## src/pkg/sbm_pkg.sv

```systemverilog
// constants, codes and register map of the system bus master
`default_nettype none
package sbm_pkg;
  // clocking
  localparam int unsigned MCLK_HZ   = 20_000_000;
  localparam int unsigned BCLK_HZ   = 10_000_000;
  localparam int unsigned PHASE_CYC = MCLK_HZ / (2 * BCLK_HZ);
  localparam logic [3:0]  PHASE_MAX = 4'(PHASE_CYC - 1);

  // transfer type codes; 2'b01 is reserved and never generated
  localparam logic [1:0] XT_ADDR_ONLY = 2'h0;
  localparam logic [1:0] XT_NSEQ      = 2'h2;
  localparam logic [1:0] XT_SEQ       = 2'h3;
  localparam int unsigned XT_DATA_BIT = 1;

  // transfer size codes; 2'b11 is reserved
  localparam logic [1:0] XS_BYTE  = 2'h0;
  localparam logic [1:0] XS_HALF  = 2'h1;
  localparam logic [1:0] XS_WORD  = 2'h2;
  localparam logic [1:0] XS_RSVD  = 2'h3;

  // register offsets
  localparam logic [7:0] REG_CTRL   = 8'h00;
  localparam logic [7:0] REG_ADDR   = 8'h04;
  localparam logic [7:0] REG_WDATA  = 8'h08;
  localparam logic [7:0] REG_CMD    = 8'h0C;
  localparam logic [7:0] REG_RDATA  = 8'h10;
  localparam logic [7:0] REG_STATUS = 8'h14;

  // control fields
  localparam int unsigned CTRL_DFLT   = 0;
  localparam int unsigned CTRL_LOCK   = 1;
  localparam int unsigned CTRL_GO     = 2;
  localparam int unsigned CTRL_BEAT_L = 8;
  localparam int unsigned CTRL_BEAT_H = 11;
  localparam logic [11:0] CTRL_RST    = 12'h001;

  // command fields
  localparam int unsigned CMD_DIR    = 0;
  localparam int unsigned CMD_SIZE_L = 1;
  localparam int unsigned CMD_SIZE_H = 2;
  localparam int unsigned CMD_PROT_L = 3;
  localparam int unsigned CMD_PROT_H = 4;
  localparam logic [4:0]  CMD_RST    = 5'h04;

  // status fields
  localparam int unsigned ST_BUSY  = 0;
  localparam int unsigned ST_OWNER = 1;
  localparam int unsigned ST_INRST = 2;
  localparam int unsigned ST_DONE  = 3;
  localparam int unsigned ST_BAD   = 4;

  // bus ownership states
  typedef enum logic [2:0] {
    OWN_IDLE = 3'b001,
    OWN_TURN = 3'b010,
    OWN_ACT  = 3'b100
  } sbm_own_t;
endpackage
`default_nettype wire

```

## src/pkg/sbm_phase_if.sv

```systemverilog
// bus clock phase events and data keeper hand-off
`default_nettype none
interface sbm_phase_if;
  logic        bclk;
  logic        rise;
  logic        fall;
  logic        keep_en;
  logic [31:0] kept;
  modport src (output bclk, output rise, output fall, output kept, input keep_en);
  modport snk (input bclk, input rise, input fall, input kept, output keep_en);
endinterface
`default_nettype wire

```

## src/core/sbm_master.sv

```systemverilog
// system bus master with register port
// Overview of operation
// - bus reset is active low and forces the bus into a safe state
// - in reset the default master drives address-only and lock low
// - in reset non-default masters and slaves float their shared outputs
// - after release the default master may announce a transfer at once
// - all bus timing follows one bus clock using both edges
// - shared lines keep their last level while undriven
// - transfer type: 00 address-only, 10 nonsequential, 11 sequential
// - sequential addresses follow the previous; nonsequential are free
// - transfer type upper bit means data transfer next cycle
// - transfer type is driven in the high phase while granted
// - the master supplies a 32-bit memory-mapped address
// - direction low for read, high for write
// - size: 00 byte, 01 halfword, 10 word, 11 reserved
// - narrow writes replicate data; reads use the slave's lane
// - protection: bit0 fetch/data, bit1 user/privileged
// - a new owner starts with address-only for turnaround
`default_nettype none
module sbm_master
  import sbm_pkg::*;
(
  // clock and reset
  input  wire logic        mclk,
  input  wire logic        sys_rst,
  // register port
  input  wire logic        wb_cyc_i,
  input  wire logic        wb_stb_i,
  input  wire logic        wb_we_i,
  input  wire logic [7:0]  wb_adr_i,
  input  wire logic [3:0]  wb_sel_i,
  input  wire logic [31:0] wb_dat_i,
  output logic [31:0]      wb_dat_o,
  output logic             wb_ack_o,
  // arbitration and response
  input  wire logic        bus_reset_n,
  input  wire logic        master_grant,
  input  wire logic        wait_resp,
  output logic             bus_clk,
  // shared transfer lines
  output logic [1:0]       xfer_type,
  output logic             xfer_type_oe,
  output logic             bus_lock,
  output logic             bus_lock_oe,
  output logic [31:0]      bus_addr,
  output logic             xfer_dir,
  output logic [1:0]       xfer_size,
  output logic [1:0]       xfer_prot,
  output logic             addr_ctl_oe,
  // shared data lines
  input  wire logic [31:0] bus_data_in,
  output logic [31:0]      bus_data_out,
  output logic             bus_data_oe
);
  import sbm_pkg::*;

  sbm_phase_if pif ();

  sbm_phase_keep u_phase (
    .mclk        (mclk),
    .sys_rst     (sys_rst),
    .bus_data_in (bus_data_in),
    .pif         (pif)
  );

  function automatic logic [31:0] merge(input logic [31:0] old, input logic [31:0] nw,
                                        input logic [3:0] sel);
    logic [31:0] r;
    r = old;
    for (int i = 0; i < 4; i++)
    begin
      if (sel[i])
        r[i*8 +: 8] = nw[i*8 +: 8];
    end
    return r;
  endfunction

  function automatic logic [31:0] size_step(input logic [1:0] sz);
    return (sz == XS_BYTE) ? 32'h1 : (sz == XS_HALF) ? 32'h2 : 32'h4;
  endfunction

  // register group
  logic [11:0] ctrl_reg;
  logic [11:0] ctrl_next;
  logic [31:0] start_addr_reg;
  logic [31:0] start_addr_next;
  logic [31:0] wdata_reg;
  logic [31:0] wdata_next;
  logic [4:0]  cmd_reg;
  logic [4:0]  cmd_next;
  logic        start_reg;
  logic        start_next;
  logic        done_flag_reg;
  logic        done_flag_next;
  logic        bad_flag_reg;
  logic        bad_flag_next;
  logic        ack_reg;
  logic        ack_next;
  logic [31:0] rd_reg;
  logic [31:0] rd_next;

  // engine group
  sbm_own_t    own_reg;
  sbm_own_t    own_next;
  logic [1:0]  type_reg;
  logic [1:0]  type_next;
  logic        type_oe_reg;
  logic        type_oe_next;
  logic        lock_reg;
  logic        lock_next;
  logic        lock_oe_reg;
  logic        lock_oe_next;
  logic [31:0] addr_reg;
  logic [31:0] addr_next;
  logic        dir_reg;
  logic        dir_next;
  logic [1:0]  size_reg;
  logic [1:0]  size_next;
  logic [1:0]  prot_reg;
  logic [1:0]  prot_next;
  logic        actl_oe_reg;
  logic        actl_oe_next;
  logic [31:0] dout_reg;
  logic [31:0] dout_next;
  logic        doe_reg;
  logic        doe_next;
  logic        active_reg;
  logic        active_next;
  logic        first_reg;
  logic        first_next;
  logic [4:0]  ann_left_reg;
  logic [4:0]  ann_left_next;
  logic [4:0]  cmp_left_reg;
  logic [4:0]  cmp_left_next;
  logic [31:0] rdata_reg;
  logic [31:0] rdata_next;
  logic        done_evt;
  logic        in_rst_reg;

  logic        bus_rst;
  logic        busy;
  logic        wb_req;
  logic        wb_wr;
  logic [31:0] status_word;

  // reset pin is sampled on mclk, so assertion acts at the next edge
  assign bus_rst     = ~bus_reset_n;
  assign busy        = start_reg | (cmp_left_reg != 5'h0);
  assign wb_req      = wb_cyc_i & wb_stb_i & ~ack_reg;
  assign wb_wr       = wb_req & wb_we_i;
  assign pif.keep_en = active_reg & ~dir_reg;
  assign status_word = {27'h0, bad_flag_reg, done_flag_reg, in_rst_reg,
                        own_reg != OWN_IDLE, busy};

  always_comb
  begin
    ctrl_next       = ctrl_reg;
    start_addr_next = start_addr_reg;
    wdata_next      = wdata_reg;
    cmd_next        = cmd_reg;
    start_next      = 1'b0;
    done_flag_next  = done_flag_reg;
    bad_flag_next   = bad_flag_reg;
    ack_next        = wb_req;
    rd_next         = rd_reg;
    if (wb_wr)
    begin
      unique case (wb_adr_i)
        REG_CTRL:
        begin
          ctrl_next = 12'(merge({20'h0, ctrl_reg}, wb_dat_i, wb_sel_i));
          ctrl_next[CTRL_GO] = 1'b0;
          // the reserved size is refused at go; a command write during a burst can still put it on the bus
          if (wb_sel_i[0] && wb_dat_i[CTRL_GO])
          begin
            if (busy || cmd_reg[CMD_SIZE_H:CMD_SIZE_L] == XS_RSVD)
              bad_flag_next = 1'b1;
            else
              start_next = 1'b1;
          end
        end
        REG_ADDR:   start_addr_next = merge(start_addr_reg, wb_dat_i, wb_sel_i);
        REG_WDATA:  wdata_next = merge(wdata_reg, wb_dat_i, wb_sel_i);
        REG_CMD:    cmd_next = 5'(merge({27'h0, cmd_reg}, wb_dat_i, wb_sel_i));
        REG_STATUS:
        begin
          if (wb_sel_i[0] && wb_dat_i[ST_DONE])
            done_flag_next = 1'b0;
          if (wb_sel_i[0] && wb_dat_i[ST_BAD])
            bad_flag_next = 1'b0;
        end
        default: ;
      endcase
    end
    if (done_evt)
      done_flag_next = 1'b1;
    if (wb_req && !wb_we_i)
    begin
      unique case (wb_adr_i)
        REG_CTRL:   rd_next = {20'h0, ctrl_reg};
        REG_ADDR:   rd_next = start_addr_reg;
        REG_WDATA:  rd_next = wdata_reg;
        REG_CMD:    rd_next = {27'h0, cmd_reg};
        REG_RDATA:  rd_next = rdata_reg;
        REG_STATUS: rd_next = status_word;
        default:    rd_next = 32'h0;
      endcase
    end
  end

  always_ff @(posedge mclk)
  begin
    if (sys_rst)
    begin
      ctrl_reg       <= CTRL_RST;
      start_addr_reg <= 32'h0;
      wdata_reg      <= 32'h0;
      cmd_reg        <= CMD_RST;
      start_reg      <= 1'b0;
      done_flag_reg  <= 1'b0;
      bad_flag_reg   <= 1'b0;
      ack_reg        <= 1'b0;
      rd_reg         <= 32'h0;
    end
    else
    begin
      ctrl_reg       <= ctrl_next;
      start_addr_reg <= start_addr_next;
      wdata_reg      <= wdata_next;
      cmd_reg        <= cmd_next;
      start_reg      <= start_next;
      done_flag_reg  <= done_flag_next;
      bad_flag_reg   <= bad_flag_next;
      ack_reg        <= ack_next;
      rd_reg         <= rd_next;
    end
  end

  always_comb
  begin
    own_next      = own_reg;
    type_next     = type_reg;
    type_oe_next  = type_oe_reg;
    lock_next     = lock_reg;
    lock_oe_next  = lock_oe_reg;
    addr_next     = addr_reg;
    dir_next      = dir_reg;
    size_next     = size_reg;
    prot_next     = prot_reg;
    actl_oe_next  = actl_oe_reg;
    dout_next     = dout_reg;
    doe_next      = doe_reg;
    active_next   = active_reg;
    first_next    = first_reg;
    ann_left_next = ann_left_reg;
    cmp_left_next = cmp_left_reg;
    rdata_next    = rdata_reg;
    done_evt      = 1'b0;
    if (start_reg)
    begin
      ann_left_next = 5'(ctrl_reg[CTRL_BEAT_H:CTRL_BEAT_L]) + 5'h1;
      cmp_left_next = 5'(ctrl_reg[CTRL_BEAT_H:CTRL_BEAT_L]) + 5'h1;
      first_next    = 1'b1;
    end
    if (bus_rst)
    begin
      // the default master parks the bus; any other master floats
      own_next      = ctrl_reg[CTRL_DFLT] ? OWN_ACT : OWN_IDLE;
      type_next     = XT_ADDR_ONLY;
      type_oe_next  = ctrl_reg[CTRL_DFLT];
      lock_next     = 1'b0;
      lock_oe_next  = ctrl_reg[CTRL_DFLT];
      actl_oe_next  = 1'b0;
      doe_next      = 1'b0;
      active_next   = 1'b0;
      ann_left_next = 5'h0;
      cmp_left_next = 5'h0;
    end
    else if (pif.rise)
    begin
      // wait low closes the cycle; only then does grant change ownership
      if (!wait_resp)
      begin
        unique case (own_reg)
          OWN_IDLE: own_next = master_grant ? OWN_TURN : OWN_IDLE;
          OWN_TURN: own_next = master_grant ? OWN_ACT : OWN_IDLE;
          OWN_ACT:  own_next = master_grant ? OWN_ACT : OWN_IDLE;
        endcase
        if (active_reg)
        begin
          // reads take the lane the slave drove, no lane steering
          if (!dir_reg)
            rdata_next = pif.kept;
          cmp_left_next = cmp_left_reg - 5'h1;
          done_evt      = (cmp_left_reg == 5'h1);
        end
        // an announced data type opens the transfer in the cycle after the announce
        active_next = type_reg[XT_DATA_BIT] & (own_reg == OWN_ACT);
        type_next   = XT_ADDR_ONLY;
        // a fresh owner spends its first cycle address-only
        if (own_next == OWN_ACT && own_reg == OWN_ACT && ann_left_next != 5'h0)
        begin
          // reserved codes are unreachable: only three types exist
          type_next     = first_next ? XT_NSEQ : XT_SEQ;
          ann_left_next = ann_left_next - 5'h1;
          // a burst steps from the last address by the beat size
          addr_next = first_next ? start_addr_reg : addr_reg + size_step(size_reg);
          // cleared after the address pick, else the first beat would step too
          first_next    = 1'b0;
          dir_next  = cmd_reg[CMD_DIR];
          size_next = cmd_reg[CMD_SIZE_H:CMD_SIZE_L];
          prot_next = cmd_reg[CMD_PROT_H:CMD_PROT_L];
        end
        else if (own_next != OWN_ACT)
        begin
          // losing the bus abandons unannounced beats
          ann_left_next = 5'h0;
          cmp_left_next = active_reg ? cmp_left_next : 5'h0;
        end
      end
      // type lines are driven in the high phase while granted
      type_oe_next = master_grant;
      lock_oe_next = master_grant;
      lock_next    = ctrl_reg[CTRL_LOCK] & (ann_left_next != 5'h0);
      // stop driving in the high phase once ownership is lost
      actl_oe_next = (own_next == OWN_ACT);
      doe_next     = 1'b0;
    end
    else if (pif.fall)
    begin
      type_oe_next = 1'b0;
      // the turnaround cycle starts driving address in its low phase
      actl_oe_next = (own_reg != OWN_IDLE);
      // narrow writes put the data on every lane
      unique case (size_reg)
        XS_BYTE: dout_next = {4{wdata_reg[7:0]}};
        XS_HALF: dout_next = {2{wdata_reg[15:0]}};
        default: dout_next = wdata_reg;
      endcase
      doe_next = active_reg & dir_reg;
    end
  end

  always_ff @(posedge mclk)
  begin
    if (sys_rst)
    begin
      own_reg      <= OWN_IDLE;
      type_reg     <= XT_ADDR_ONLY;
      type_oe_reg  <= 1'b0;
      lock_reg     <= 1'b0;
      lock_oe_reg  <= 1'b0;
      addr_reg     <= 32'h0;
      dir_reg      <= 1'b0;
      size_reg     <= XS_WORD;
      prot_reg     <= 2'h0;
      actl_oe_reg  <= 1'b0;
      dout_reg     <= 32'h0;
      doe_reg      <= 1'b0;
      active_reg   <= 1'b0;
      first_reg    <= 1'b1;
      ann_left_reg <= 5'h0;
      cmp_left_reg <= 5'h0;
      rdata_reg    <= 32'h0;
      in_rst_reg   <= 1'b0;
    end
    else
    begin
      own_reg      <= own_next;
      type_reg     <= type_next;
      type_oe_reg  <= type_oe_next;
      lock_reg     <= lock_next;
      lock_oe_reg  <= lock_oe_next;
      addr_reg     <= addr_next;
      dir_reg      <= dir_next;
      size_reg     <= size_next;
      prot_reg     <= prot_next;
      actl_oe_reg  <= actl_oe_next;
      dout_reg     <= dout_next;
      doe_reg      <= doe_next;
      active_reg   <= active_next;
      first_reg    <= first_next;
      ann_left_reg <= ann_left_next;
      cmp_left_reg <= cmp_left_next;
      rdata_reg    <= rdata_next;
      in_rst_reg   <= bus_rst;
    end
  end

  // all outputs come from flip-flops
  assign wb_dat_o     = rd_reg;
  assign wb_ack_o     = ack_reg;
  assign bus_clk      = pif.bclk;
  assign xfer_type    = type_reg;
  assign xfer_type_oe = type_oe_reg;
  assign bus_lock     = lock_reg;
  assign bus_lock_oe  = lock_oe_reg;
  assign bus_addr     = addr_reg;
  assign xfer_dir     = dir_reg;
  assign xfer_size    = size_reg;
  assign xfer_prot    = prot_reg;
  assign addr_ctl_oe  = actl_oe_reg;
  assign bus_data_out = dout_reg;
  assign bus_data_oe  = doe_reg;
endmodule
`default_nettype wire

```

## src/core/sbm_phase_keep.sv

```systemverilog
// bus clock phase divider and data line keeper
`default_nettype none
module sbm_phase_keep
  import sbm_pkg::*;
(
  // clock and reset
  input  wire logic        mclk,
  input  wire logic        sys_rst,
  // sampled shared data lines
  input  wire logic [31:0] bus_data_in,
  // phase events and kept data
  sbm_phase_if.src         pif
);
  logic [3:0]  cnt_reg;
  logic [3:0]  cnt_next;
  logic        bclk_reg;
  logic        bclk_next;
  logic [31:0] kept_reg;
  logic [31:0] kept_next;
  logic        term;

  assign term     = (cnt_reg == PHASE_MAX);
  // one mclk per phase: both bus clock edges become enable pulses
  assign pif.rise = term & ~bclk_reg;
  assign pif.fall = term & bclk_reg;
  assign pif.bclk = bclk_reg;
  // live lanes while reading: the slave's data only stands in the low phase
  assign pif.kept = kept_next;

  always_comb
  begin
    cnt_next  = term ? 4'h0 : cnt_reg + 4'h1;
    bclk_next = term ? ~bclk_reg : bclk_reg;
  end

  // each lane follows the data lines while a read is active and holds its last sampled level otherwise
  genvar g;
  generate
    for (g = 0; g < 4; g++)
    begin : g_lane
      always_comb
      begin
        kept_next[g*8 +: 8] = pif.keep_en ? bus_data_in[g*8 +: 8] : kept_reg[g*8 +: 8];
      end
    end
  endgenerate

  always_ff @(posedge mclk)
  begin
    if (sys_rst)
    begin
      cnt_reg  <= 4'h0;
      bclk_reg <= 1'b0;
      kept_reg <= 32'h0;
    end
    else
    begin
      cnt_reg  <= cnt_next;
      bclk_reg <= bclk_next;
      kept_reg <= kept_next;
    end
  end
endmodule
`default_nettype wire

```

## config.mk

```make
export PLATFORM = sky130hd
export DESIGN_NAME = sbm_master
export DESIGN_NICKNAME = d
export VERILOG_FILES = /design/src/pkg/sbm_pkg.sv /design/src/pkg/sbm_phase_if.sv /design/src/core/sbm_master.sv /design/src/core/sbm_phase_keep.sv
export SDC_FILE = /design/constraint.sdc
export NUM_CORES = 1
export LEC_CHECK = 0
export BUFFER_PORTS_ARGS = -buffer_cell sky130_fd_sc_hd__buf_2
export CAP_MARGIN = 20
export CORE_MARGIN = 2
export CORE_UTILIZATION = 43
export DETAILED_ROUTE_END_ITERATION = 12
export GPL_ROUTABILITY_DRIVEN = 0
export PLACE_DENSITY = 0.76
export SETUP_SLACK_MARGIN = 0.02
export SLEW_MARGIN = 20
export SYNTH_ARGS = -nofsm -noshare
export SYNTH_HDL_FRONTEND = slang
export SYNTH_SLANG_ARGS = --single-unit
```

## constraint.sdc

```tcl
create_clock -name mclk -period 3.06 [get_ports mclk]
set_input_delay 0.612 -clock mclk [delete_from_list [all_inputs] [get_ports mclk]]
set_output_delay 0.612 -clock mclk [all_outputs]
set_load 0.05 [all_outputs]
```

After elaboration in Yosys (flattened, before gate mapping):

Cells that the tools add are included.

* ROM bits: 0
* bits in latches: 0
* logic and storage cells: 184
* RAM bits: 0
* memories: 0
* output and inout bits: 110
* flip-flop bits (word level): 277

* add/sub/neg operators: 5
* bitwise gates (word level): 19
* magnitude comparators: 0
* equality and inequality tests: 20
* shift operators: 0
* multiply operators: 0
* reductions and logical operators: 41
* divide/modulo/power cells: 0
* multiplexer cells: 62

Operators by type and width (count)
* $pmux W32 S6: 1
* $mux W5: 14
* $pmux W32 S2: 1
* $reduce_and A3 Y1: 13
* $mux W3: 12
* $add A32 B3 Y32: 1
* $mux W32: 1
* $mux W8: 4
* $mux W1: 25
* $eq A8 B4 Y1 const B: 2
* $eq A8 B5 Y1 const B: 2
* $reduce_bool A5 Y1: 3
* $reduce_and A5 Y1: 2
* $reduce_bool A2 Y1: 5
* $sub A5 B1 Y5 const B: 2
* $and A1 B1 Y1: 9
* $eq A3 B3 Y1 const B: 3
* $not A1 Y1: 9
* $eq A8 B3 Y1 const B: 1
* $logic_not A8 Y1: 1
* $logic_and A1 B1 Y1: 6
* $ne A2 B2 Y1 const B: 3
* $ne A3 B1 Y1 const B: 2
* $pmux W3 S2: 1
* other kinds (21): 24

Longest topological paths before layout:

Gate-level depths: netlist of the first run.

* depth in word-level cells: 15
* mapped depth: 12

Hierarchy:

Synthesis of the first run repeated with hierarchy kept, for this count alone.

* cells, all modules: 1459
* area total of the unflattened synthesis: 12617.1 sq um

Modules (own cells, without submodules)
* sbm_master: cells each 1333, area each 11023.1 sq um, times used 1
* sbm_phase_keep: cells each 126, area each 1594.0 sq um, times used 1

Least setup slack after synthesis of the first run:

Ideal clock, no wire load.

* kind: register -> register
* start point: reg size_reg[0], in the netlist xfer_size[0]
* end point: reg addr_reg[23], in the netlist bus_addr[23]
* arrival: 3.029 ns
* cell stages (with the launch flop): 13
* data required time: 2.926 ns
* setup time: 0.134 ns
* setup slack: -0.104 ns
* path through: dfxtp_1 -> clkbuf_1 -> clkbuf_1 -> nor2b_1 -> ha_1 -> a21o_1 -> a21o_1 -> clkbuf_1 -> and3_1 -> buf_1 -> a31o_2 -> a21oi_1 -> a211oi_1

* longest elaborated chain between the ends: 5
* elaborated cells between the ends (all ways): 6
* classes of those cells: add/sub: 1; eq/ne: 1; mux: 3; reduce/logical: 1

Ends and longest elaborated chain
* start, declared: line sbm_master.sv:117 `logic [1:0] size_reg;`
* start signal, assigned: line sbm_master.sv:376 `size_reg <= size_next;`
* $eq A2 B1 Y1: line sbm_master.sv:79 `return (sz == XS_BYTE) ? 32'h1 : (sz == XS_HALF) ? 32'h2 : 32'h4;`
* $mux W3: line sbm_master.sv:79
* $mux W3 (*): line sbm_master.sv:79
* $add A32 B3 Y32 (*): line sbm_master.sv:307 `addr_next = first_next ? start_addr_reg : addr_reg + size_step(size_reg);`
* $mux W32 (*): line sbm_master.sv:307
* end signal, assigned: line sbm_master.sv:374 `addr_reg <= addr_next;`
* end, declared: line sbm_master.sv:113 `logic [31:0] addr_reg;`

Mark *: on every way between the ends. The rest lies on a longest branch, timed or not.
A chain may end at the register's enable or synchronous reset.

Worst setup path after layout of the first run:

* start point: reg start_reg
* end point: reg addr_reg[7], in the netlist bus_addr[7]

* longest elaborated chain between the ends: 4
* elaborated cells between the ends (all ways): 6
* classes of those cells: mux: 3; reduce/logical: 3

Ends and longest elaborated chain
* start, declared: line sbm_master.sv:91 `logic start_reg;`
* start signal, assigned: line sbm_master.sv:231 `start_reg <= start_next;`
* $mux W5: line sbm_master.sv:259 `if (start_reg)`
* $reduce_bool A5 Y1: line sbm_master.sv:301 `if (own_next == OWN_ACT && own_reg == OWN_ACT && ann_left_next != 5'h0)`
* $logic_and A1 B1 Y1: line sbm_master.sv:301
* $reduce_and A4 Y1 (no line)

Several ways; a longest one is shown, not always the timed one.

==> results_tabular.tex, run 1 <==
\begin{tabular}{lr}
\hline
Metric & Value \\
\hline
\multicolumn{2}{l}{\textbf{Setup path}} \\
Worst endpoint data arrival time & 3280 ps \\
Startpoint of the worst-slack reg-to-reg timing path & start\_reg\$\_SDFF\_PP0\_ \\
Kind of end point of the critical path & flop \\
Origin of the worst setup path & start\_reg\$\_SDFF\_PP0\_ \\
Setup slack of the most critical reg-to-reg path & 210 ps \\
Critical path required time & 3490 ps \\
Worst Reg-to-Reg Cells & 8 \\
FF-to-FF End & bus\_addr[7]\$\_SDFFE\_PP0P\_ \\
Critical path start-end classification & flop to flop \\
Crit start category & flop \\
Crit Path Max Fanout & 57 \\
CP endpoint & bus\_addr[7]\$\_SDFFE\_PP0P\_ \\
\multicolumn{2}{l}{\textbf{Clock network}} \\
CTS tree & built \\
Clock-pin slew reported for the worst setup and hold paths after clock tree synthesis & around 60 ps \\
Number of H-tree levels & 1 \\
Number of clock sinks seen by CTS & 245 \\
Hold buffers post-CTS & 0 \\
Gates resized, CTS repair & 0 \\
Master cell of the clock root buffer & sky130\_fd\_sc\_hd\_\_clkbuf\_16 \\
Skew-Pair Late Insertion Delay & roughly 550 ps \\
Largest buffer count on any clock path & 3 \\
Buffers inserted by post-CTS timing repair & 0 \\
Total clock buffers created by CTS & 26 \\
\multicolumn{2}{l}{\textbf{Power and ir drop}} \\
Switching fraction of total power & 23.58\% \\
Reg power frac & 47.2\% \\
Power, Total & 6.835 mW \\
Leakage power summed over all cells & 5.172 nW \\
Switching pwr & 1.611 mW \\
Internal power summed over all cells & 5.223 mW \\
Peak supply drop & 333.8 µV \\
Cell area power density & slightly above 500 nW/µm² \\
Combinational fraction of design power & 5.3\% \\
Clock network power share & 47.5\% \\
\multicolumn{2}{l}{\textbf{Global routing}} \\
Global-route wire length before repair & 55160 µm \\
Pin count of the biggest net entering global routing & between 100 and 150 \\
Overall fraction of global-route tracks in use & between 20\% and 30\% \\
Via count of the first global-routing pass & 9996 \\
Initial antenna violation count & 1 \\
Final global-route overflow total & 0 \\
\multicolumn{2}{l}{\textbf{Timing}} \\
Final clock period utilization by the worst path & 93.24\% \\
Maximum clock skew at final layout & 21.97 ps \\
Worst-Margin Slew & 873.1 ps \\
Pins Over Slew Limit & 0 \\
Final Hold Vio Count & 0 \\
Final sum of negative setup slack & 0 ps \\
Setup-violating endpoint count in the final report & 0 \\
Final critical path time including I/O delays and setup & around 2900 ps \\
Top achievable clock speed & 350.5 MHz \\
RSZ-0062 raised after global routing & no \\
Normalized max-slew margin & 41.79\% \\
\multicolumn{2}{l}{\textbf{Worst hold path}} \\
Instance count along the most critical hold path & 3 \\
Class of the tightest hold or removal check & input pin to flop \\
\multicolumn{2}{l}{\textbf{Logic synthesis}} \\
Flip-flop and latch count after synthesis & 245 \\
Synthesized netlist cell count & 1375 \\
Combined area of all synthesized cells & $\sim$11000 µm² \\
Number of enable-type register cells in the synthesized netlist & 0 \\
Sequential-to-total area share from yosys stat & between 40\% and 50\% \\
Mean instance size in the synthesized netlist & around 8 µm² \\
Number of library cell types mapped by synthesis & 71 \\
Total number of yosys warnings & 0 \\
Share of flip-flops with an asynchronous set or reset & 0\% \\
Leading register cell type out of synthesis & sky130\_fd\_sc\_hd\_\_dfxtp\_1 \\
Post-synthesis net count & $\sim$1500 \\
\multicolumn{2}{l}{\textbf{Place}} \\
PortBufs & 193 \\
Detailed placement HPWL & 25110 µm \\
\multicolumn{2}{l}{\textbf{Flow run}} \\
Max-cap check violation count & 0 \\
\multicolumn{2}{l}{\textbf{Die}} \\
Area of the die & 27480 µm² \\
Core Box Area & 25910 µm² \\
Die span in y & 165.8 µm \\
Site Rows & 59 \\
Initial core utilization & 43.43\% \\
Die W & 165.8 µm \\
Count of boundary I/O pins & 194 \\
\multicolumn{2}{l}{\textbf{Cells and area}} \\
Fraction of final layout cells sized beyond drive strength 1 & 19.35\% \\
\# nets final & 1613 \\
Fin util & between 50\% and 60\% \\
Layout filler cell count & 2452 \\
Most used cells in the layout excluding fill and tap cells & sky130\_fd\_sc\_hd\_\_dfxtp\_1, sky130\_fd\_sc\_hd\_\_nand2\_1, sky130\_fd\_sc\_hd\_\_buf\_2 \\
Area of the multi-input gates & 5812 µm² \\
Area used by sequential logic in the layout & 4905 µm² \\
Post-synthesis to final-layout area growth & 17.92\% \\
Leading cell type in the layout, fill and taps excluded & sky130\_fd\_sc\_hd\_\_dfxtp\_1 \\
\multicolumn{2}{l}{\textbf{Route}} \\
Via total after detailed routing & 10850 \\
Remaining routing DRC violations & 0 \\
TritonRoute pass-1 iters & 9 \\
Routed length per placed instance & 18.87 µm \\
Number of antenna-violating nets in the routed design & 0 \\
Wire length after detailed routing & 35300 µm \\
Initial DRC Count & between 1500 and 2000 \\
Via count normalized by instance count & 5.797 \\
\multicolumn{2}{l}{\textbf{Status}} \\
Status & completed \\
\hline
\end{tabular}
==> power by group through the flow <==
stage	Sequential, mW	Combinational, mW	Clock (mW)
after global routing	3.23	0.385	3.40
after CTS	3.23	0.357	3.27
final	3.23	0.362	3.24
after global placement	3.30	0.353	0
after floorplan	3.36	0.142	0
after detailed placement	3.30	0.356	0
==> per-layer routing <==
metal / GRT usage, % / wire length [µm]
met5: 0 / 0
met3: 5.148 / 3466
met2: 35.61 / 14690
met4: 9.301 / 1323
met1: 35.45 / 15830
==> final cells by class <==
cell class	instances	area share (%)
diodes	1	0.01886
clock buffers	33	5.403
clock inverters	13	1.179
inverters	11	0.3111
multi-input cells	1009	43.80
flip-flops and latches	245	36.96
well taps	335	3.159
repair buffers	224	9.174
==> worst min-delay path by stage <==
stage | start | to
floorplan | ctrl_reg[3]$_SDFFE_PP0P_ | ctrl_reg[3]$_SDFFE_PP0P_
global placement | xfer_type[0]$_SDFFE_PP0P_ | xfer_type[0]$_SDFFE_PP0P_
detailed placement | bus_data_out[26]$_SDFFE_PP0P_ | bus_data_out[26]$_SDFFE_PP0P_
CTS | bus_data_in[20] | rdata_reg[20]$_SDFFE_PP0P_
global route | bus_data_in[22] | rdata_reg[22]$_SDFFE_PP0P_
finish | bus_data_in[20] | rdata_reg[20]$_SDFFE_PP0P_
==> logic make-up (layout without fill, tap and decap cells) <==
logic type / Yosys count / count (layout) / share of synthesized area (%)
AOI/OAI and AO/OA: 367 / 367 / 20.75
xor gates and xnor gates: 7 / 7 / 0.5448
adders and majority gates: 12 / 12 / 1.401
buffers and inverters: 121 / 281 / 4.792
DFF: 245 / 245 / 43.58
muxes: 86 / 86 / 7.705
other: 0 / 1 / 0
and+or+nand+nor: 537 / 537 / 21.23
==> stage by stage <==
stage | hold slack [ps] | setup slack (ps) | area, µm² | std cells
after floorplan | 435.7 | 34.55 | 11250 | 1375
after global placement | 438.9 | 437.7 | 12390 | 1824
after detailed placement | 445.4 | 381.8 | 12390 | 1824
after CTS | 287.6 | 289.2 | 13270 | 1870
after global routing | 310.5 | 3.245 | 13270 | 1871
final | 299.6 | 206.7 | 13270 | 1871
==> worst max-delay path: stages, from the launching register on <==
cell	delay, ps
sky130_fd_sc_hd__dfxtp_1	670
sky130_fd_sc_hd__nand2b_1	160
sky130_fd_sc_hd__o21ai_0	230
sky130_fd_sc_hd__inv_1	150
sky130_fd_sc_hd__ha_1	250
sky130_fd_sc_hd__o2111ai_2	130
sky130_fd_sc_hd__and4_4	700
sky130_fd_sc_hd__a21oi_1	150
sky130_fd_sc_hd__a211oi_1	290
==> cells in the mapped netlist (6+ instances only) <==
library cell,n,area [µm²]
sky130_fd_sc_hd__a311oi_1,12,105.1
sky130_fd_sc_hd__xnor2_1,6,52.55
sky130_fd_sc_hd__a21oi_1,157,785.8
sky130_fd_sc_hd__nand4_1,12,75.07
sky130_fd_sc_hd__inv_1,11,41.29
sky130_fd_sc_hd__nand2_1,229,859.6
sky130_fd_sc_hd__ha_1,11,137.6
sky130_fd_sc_hd__a21o_1,8,60.06
sky130_fd_sc_hd__nand2b_1,6,37.54
sky130_fd_sc_hd__o21ai_0,59,295.3
sky130_fd_sc_hd__buf_2,32,160.2
sky130_fd_sc_hd__o22ai_1,8,50.05
sky130_fd_sc_hd__mux2i_1,81,810.8
sky130_fd_sc_hd__a211oi_1,22,165.2
sky130_fd_sc_hd__a222oi_1,22,220.2
sky130_fd_sc_hd__o31ai_1,7,52.55
sky130_fd_sc_hd__nor2_1,180,675.7
sky130_fd_sc_hd__and3_1,14,87.58
sky130_fd_sc_hd__nand3_1,43,215.2
sky130_fd_sc_hd__a22o_1,7,61.31
sky130_fd_sc_hd__dfxtp_1,245,4905
sky130_fd_sc_hd__buf_1,6,22.52
sky130_fd_sc_hd__a22oi_1,10,75.07
sky130_fd_sc_hd__nor3_1,8,40.04
sky130_fd_sc_hd__clkbuf_1,65,244.0
sky130_fd_sc_hd__a31oi_1,13,81.33
Note: power is estimated with default switching activity, not from simulation.
==> inputs of run 2 (changes only) <==
Settings changed: RECOVER_POWER from default to 25.
==> run 2 against run 1 <==
Net effect:
- global-route usage stayed put
- register-to-register slack better by 20 ps
- total power is 0.12% lower
- final area decreased by 0.84%
- critical endpoint unchanged
- die area unchanged
- first-iteration DRC count increased by 1.5%
- flip-flop and latch count stayed put
- final cell count unchanged
- sequential power is essentially flat
==> results_tabular.tex, run 2 (synthesis results as in run 1) <==
\begin{tabular}{lr}
\hline
Metric & Value \\
\hline
\multicolumn{2}{l}{\textbf{Worst hold path}} \\
Instance count along the most critical hold path & 3 \\
Class of the tightest hold or removal check & input pin to flop \\
Hold wc startpoint & bus\_data\_in[20] \\
Endpoint with the worst hold slack & rdata\_reg[20]\$\_SDFFE\_PP0P\_ \\
\multicolumn{2}{l}{\textbf{Cells and area}} \\
Fraction of final layout cells sized beyond drive strength 1 & between 10 and 15\% \\
Layout filler cell count & between 2000 and 2500 \\
Post-synthesis to final-layout area growth & 16.93\% \\
Final instance count without filler cells & between 1500 and 2000 \\
\# nets final & approximately 1600 \\
Leading cell type in the layout, fill and taps excluded & sky130\_fd\_sc\_hd\_\_dfxtp\_1 \\
Most used cells in the layout excluding fill and tap cells & sky130\_fd\_sc\_hd\_\_dfxtp\_1, sky130\_fd\_sc\_hd\_\_nand2\_1, sky130\_fd\_sc\_hd\_\_nor2\_1 \\
\multicolumn{2}{l}{\textbf{Global routing}} \\
Pin count of the biggest net entering global routing & 134 \\
Met3 routing resource usage after global routing & around 5\% \\
Overall fraction of global-route tracks in use & 24.45\% \\
Via count of the first global-routing pass & between 9000 and 10000 \\
GR met2 Demand/Resource & between 30\% and 40\% \\
Final global-route overflow total & 0 \\
Global route hottest layer & met2 \\
Met1 GRT Util & a little over a third \\
Initial antenna violation count & 1 \\
Global-route wire length before repair & 55160 µm \\
\multicolumn{2}{l}{\textbf{Route}} \\
Via total after detailed routing & roughly 11000 \\
Initial DRC Count & 1535 \\
Remaining routing DRC violations & 0 \\
Number of antenna-violating nets in the routed design & 0 \\
Routed length per placed instance & approximately 19 µm \\
Wire length after detailed routing & 35290 µm \\
Via count normalized by instance count & 5.782 \\
TritonRoute pass-1 iters & 6 \\
\multicolumn{2}{l}{\textbf{Die}} \\
Count of boundary I/O pins & a little under 200 \\
Area of the die & 27480 µm² \\
Die span in y & 165.8 µm \\
Die W & approximately 170 µm \\
Core Box Area & 25910 µm² \\
Initial core utilization & approximately 43\% \\
Site Rows & 59 \\
\multicolumn{2}{l}{\textbf{Timing}} \\
Maximum clock skew at final layout & approximately 21 ps \\
Final Hold Vio Count & 0 \\
Final critical path time including I/O delays and setup & 2836 ps \\
Top achievable clock speed & 352.6 MHz \\
Normalized max-slew margin & about 1.5\% \\
Setup ws final & between 200 and 250 ps \\
Setup-violating endpoint count in the final report & 0 \\
Final clock period utilization by the worst path & 92.68\% \\
RSZ-0062 raised after global routing & no \\
Worst-Margin Slew & 1477 ps \\
Final sum of negative setup slack & 0 ps \\
Pins Over Slew Limit & 0 \\
\multicolumn{2}{l}{\textbf{Clock network}} \\
Number of H-tree levels & 1 \\
Largest buffer count on any clock path & 3 \\
CTS tree & built \\
Total clock buffers created by CTS & 26 \\
Hold buffers post-CTS & 0 \\
Clock-pin slew reported for the worst setup and hold paths after clock tree synthesis & 60 ps \\
Buffers inserted by post-CTS timing repair & 0 \\
Master cell of the clock root buffer & sky130\_fd\_sc\_hd\_\_clkbuf\_16 \\
Skew-Pair Late Insertion Delay & 550 ps \\
Gates resized, CTS repair & 0 \\
Number of clock sinks seen by CTS & around 250 \\
\multicolumn{2}{l}{\textbf{Flow run}} \\
Max-cap check violation count & 0 \\
\multicolumn{2}{l}{\textbf{Place}} \\
Number of cells after detailed placement & 1824 \\
Detailed placement HPWL & 25110 µm \\
PortBufs & 193 \\
Worst slack, placed & about 380 ps \\
\multicolumn{2}{l}{\textbf{Setup path}} \\
Critical path required time & approximately 3500 ps \\
Startpoint of the worst-slack reg-to-reg timing path & start\_reg\$\_SDFF\_PP0\_ \\
Family of cells with the greatest summed delay on the critical path & simple AND/OR/NAND/NOR gates \\
Stages on worst setup path & 8 \\
Worst endpoint data arrival time & between 3000 and 4000 ps \\
Setup slack of the most critical reg-to-reg path & 220 ps \\
FF-to-FF End & bus\_addr[7]\$\_SDFFE\_PP0P\_ \\
Worst Reg-to-Reg Cells & 8 \\
Crit Path Max Fanout & 57 \\
Critical path start-end classification & flop to flop \\
Crit start category & flop \\
Critical path cell sequence & nand2b\_1 -> o21ai\_0 -> inv\_1 -> ha\_1 -> o2111ai\_2 -> and4\_4 -> a21oi\_1 -> a211oi\_1 \\
Critical-path top delay cell & sky130\_fd\_sc\_hd\_\_and4\_4 \\
Delay contributed by the slowest stage of the critical path & 690 ps \\
Count of buffer and inverter cells on the critical path & 1 \\
Kind of end point of the critical path & flop \\
\multicolumn{2}{l}{\textbf{Power and ir drop}} \\
Cell area power density & 518.8 nW/µm² \\
Peak supply drop & between 300 and 400 µV \\
Leakage power summed over all cells & 4.838 nW \\
\multicolumn{2}{l}{\textbf{Status}} \\
Status & completed \\
\hline
\end{tabular}
run 2: tightest hold or removal path, cell delays in order:
cell and delay [ps]:
sky130_fd_sc_hd__buf_2 100, sky130_fd_sc_hd__nand2_1 50, sky130_fd_sc_hd__a21oi_1 50
run 2: metrics by stage:
step | utilization, % | area [µm²] | total power [mW] | hold slack (ps)
floorplan | - | 11250 | 3.504 | 435.7
global placement | 47.83 | 12390 | 3.652 | 438.9
detailed placement | 47.83 | 12390 | 3.656 | 445.4
CTS | 51.20 | 13270 | 6.851 | 287.6
global route | 50.78 | 13160 | 7.006 | 310.5
finish | 50.78 | 13160 | 6.826 | 299.9
run 2: worst max-delay path by stage:
stage / start / to / slack, ps
after floorplan: xfer_size[0]$_SDFFE_PP0P_ / bus_addr[23]$_SDFFE_PP0P_ / 30
after global placement: wb_adr_i[4] / start_addr_reg[30]$_SDFFE_PP0P_ / 440
after detailed placement: start_reg$_SDFF_PP0_ / bus_addr[8]$_SDFFE_PP0P_ / 380
after CTS: start_reg$_SDFF_PP0_ / bus_addr[7]$_SDFFE_PP0P_ / 290
after global routing: start_reg$_SDFF_PP0_ / bus_addr[7]$_SDFFE_PP0P_ / 3
final: start_reg$_SDFF_PP0_ / bus_addr[7]$_SDFFE_PP0P_ / 220
run 2: area by class of cell:
type	count	area [µm²]	area share [%]
Tap cell	335	419.2	3.185
Inverter	11	41.29	0.3138
Antenna cell	1	2.502	0.01902
Clock inverter	13	156.4	1.189
Sequential cell	245	4905	37.27
Timing Repair Buffer	224	1106	8.405
Multi-Input combinational cell	1009	5812	44.17
Clock buffer	33	716.9	5.448
run 2: layer usage:
layer,vias up,wire length [µm]
met2,562,14680
met3,84,3668
met4,0,1305
li1,5159,-
met5,-,0
met1,5014,15640
run 2: power by group:
group	switching, mW	internal [mW]	leakage, nW
logic	0.258	0.0962	2.43
clock network	1.33	1.91	0.430
registers	0.0175	3.21	1.98
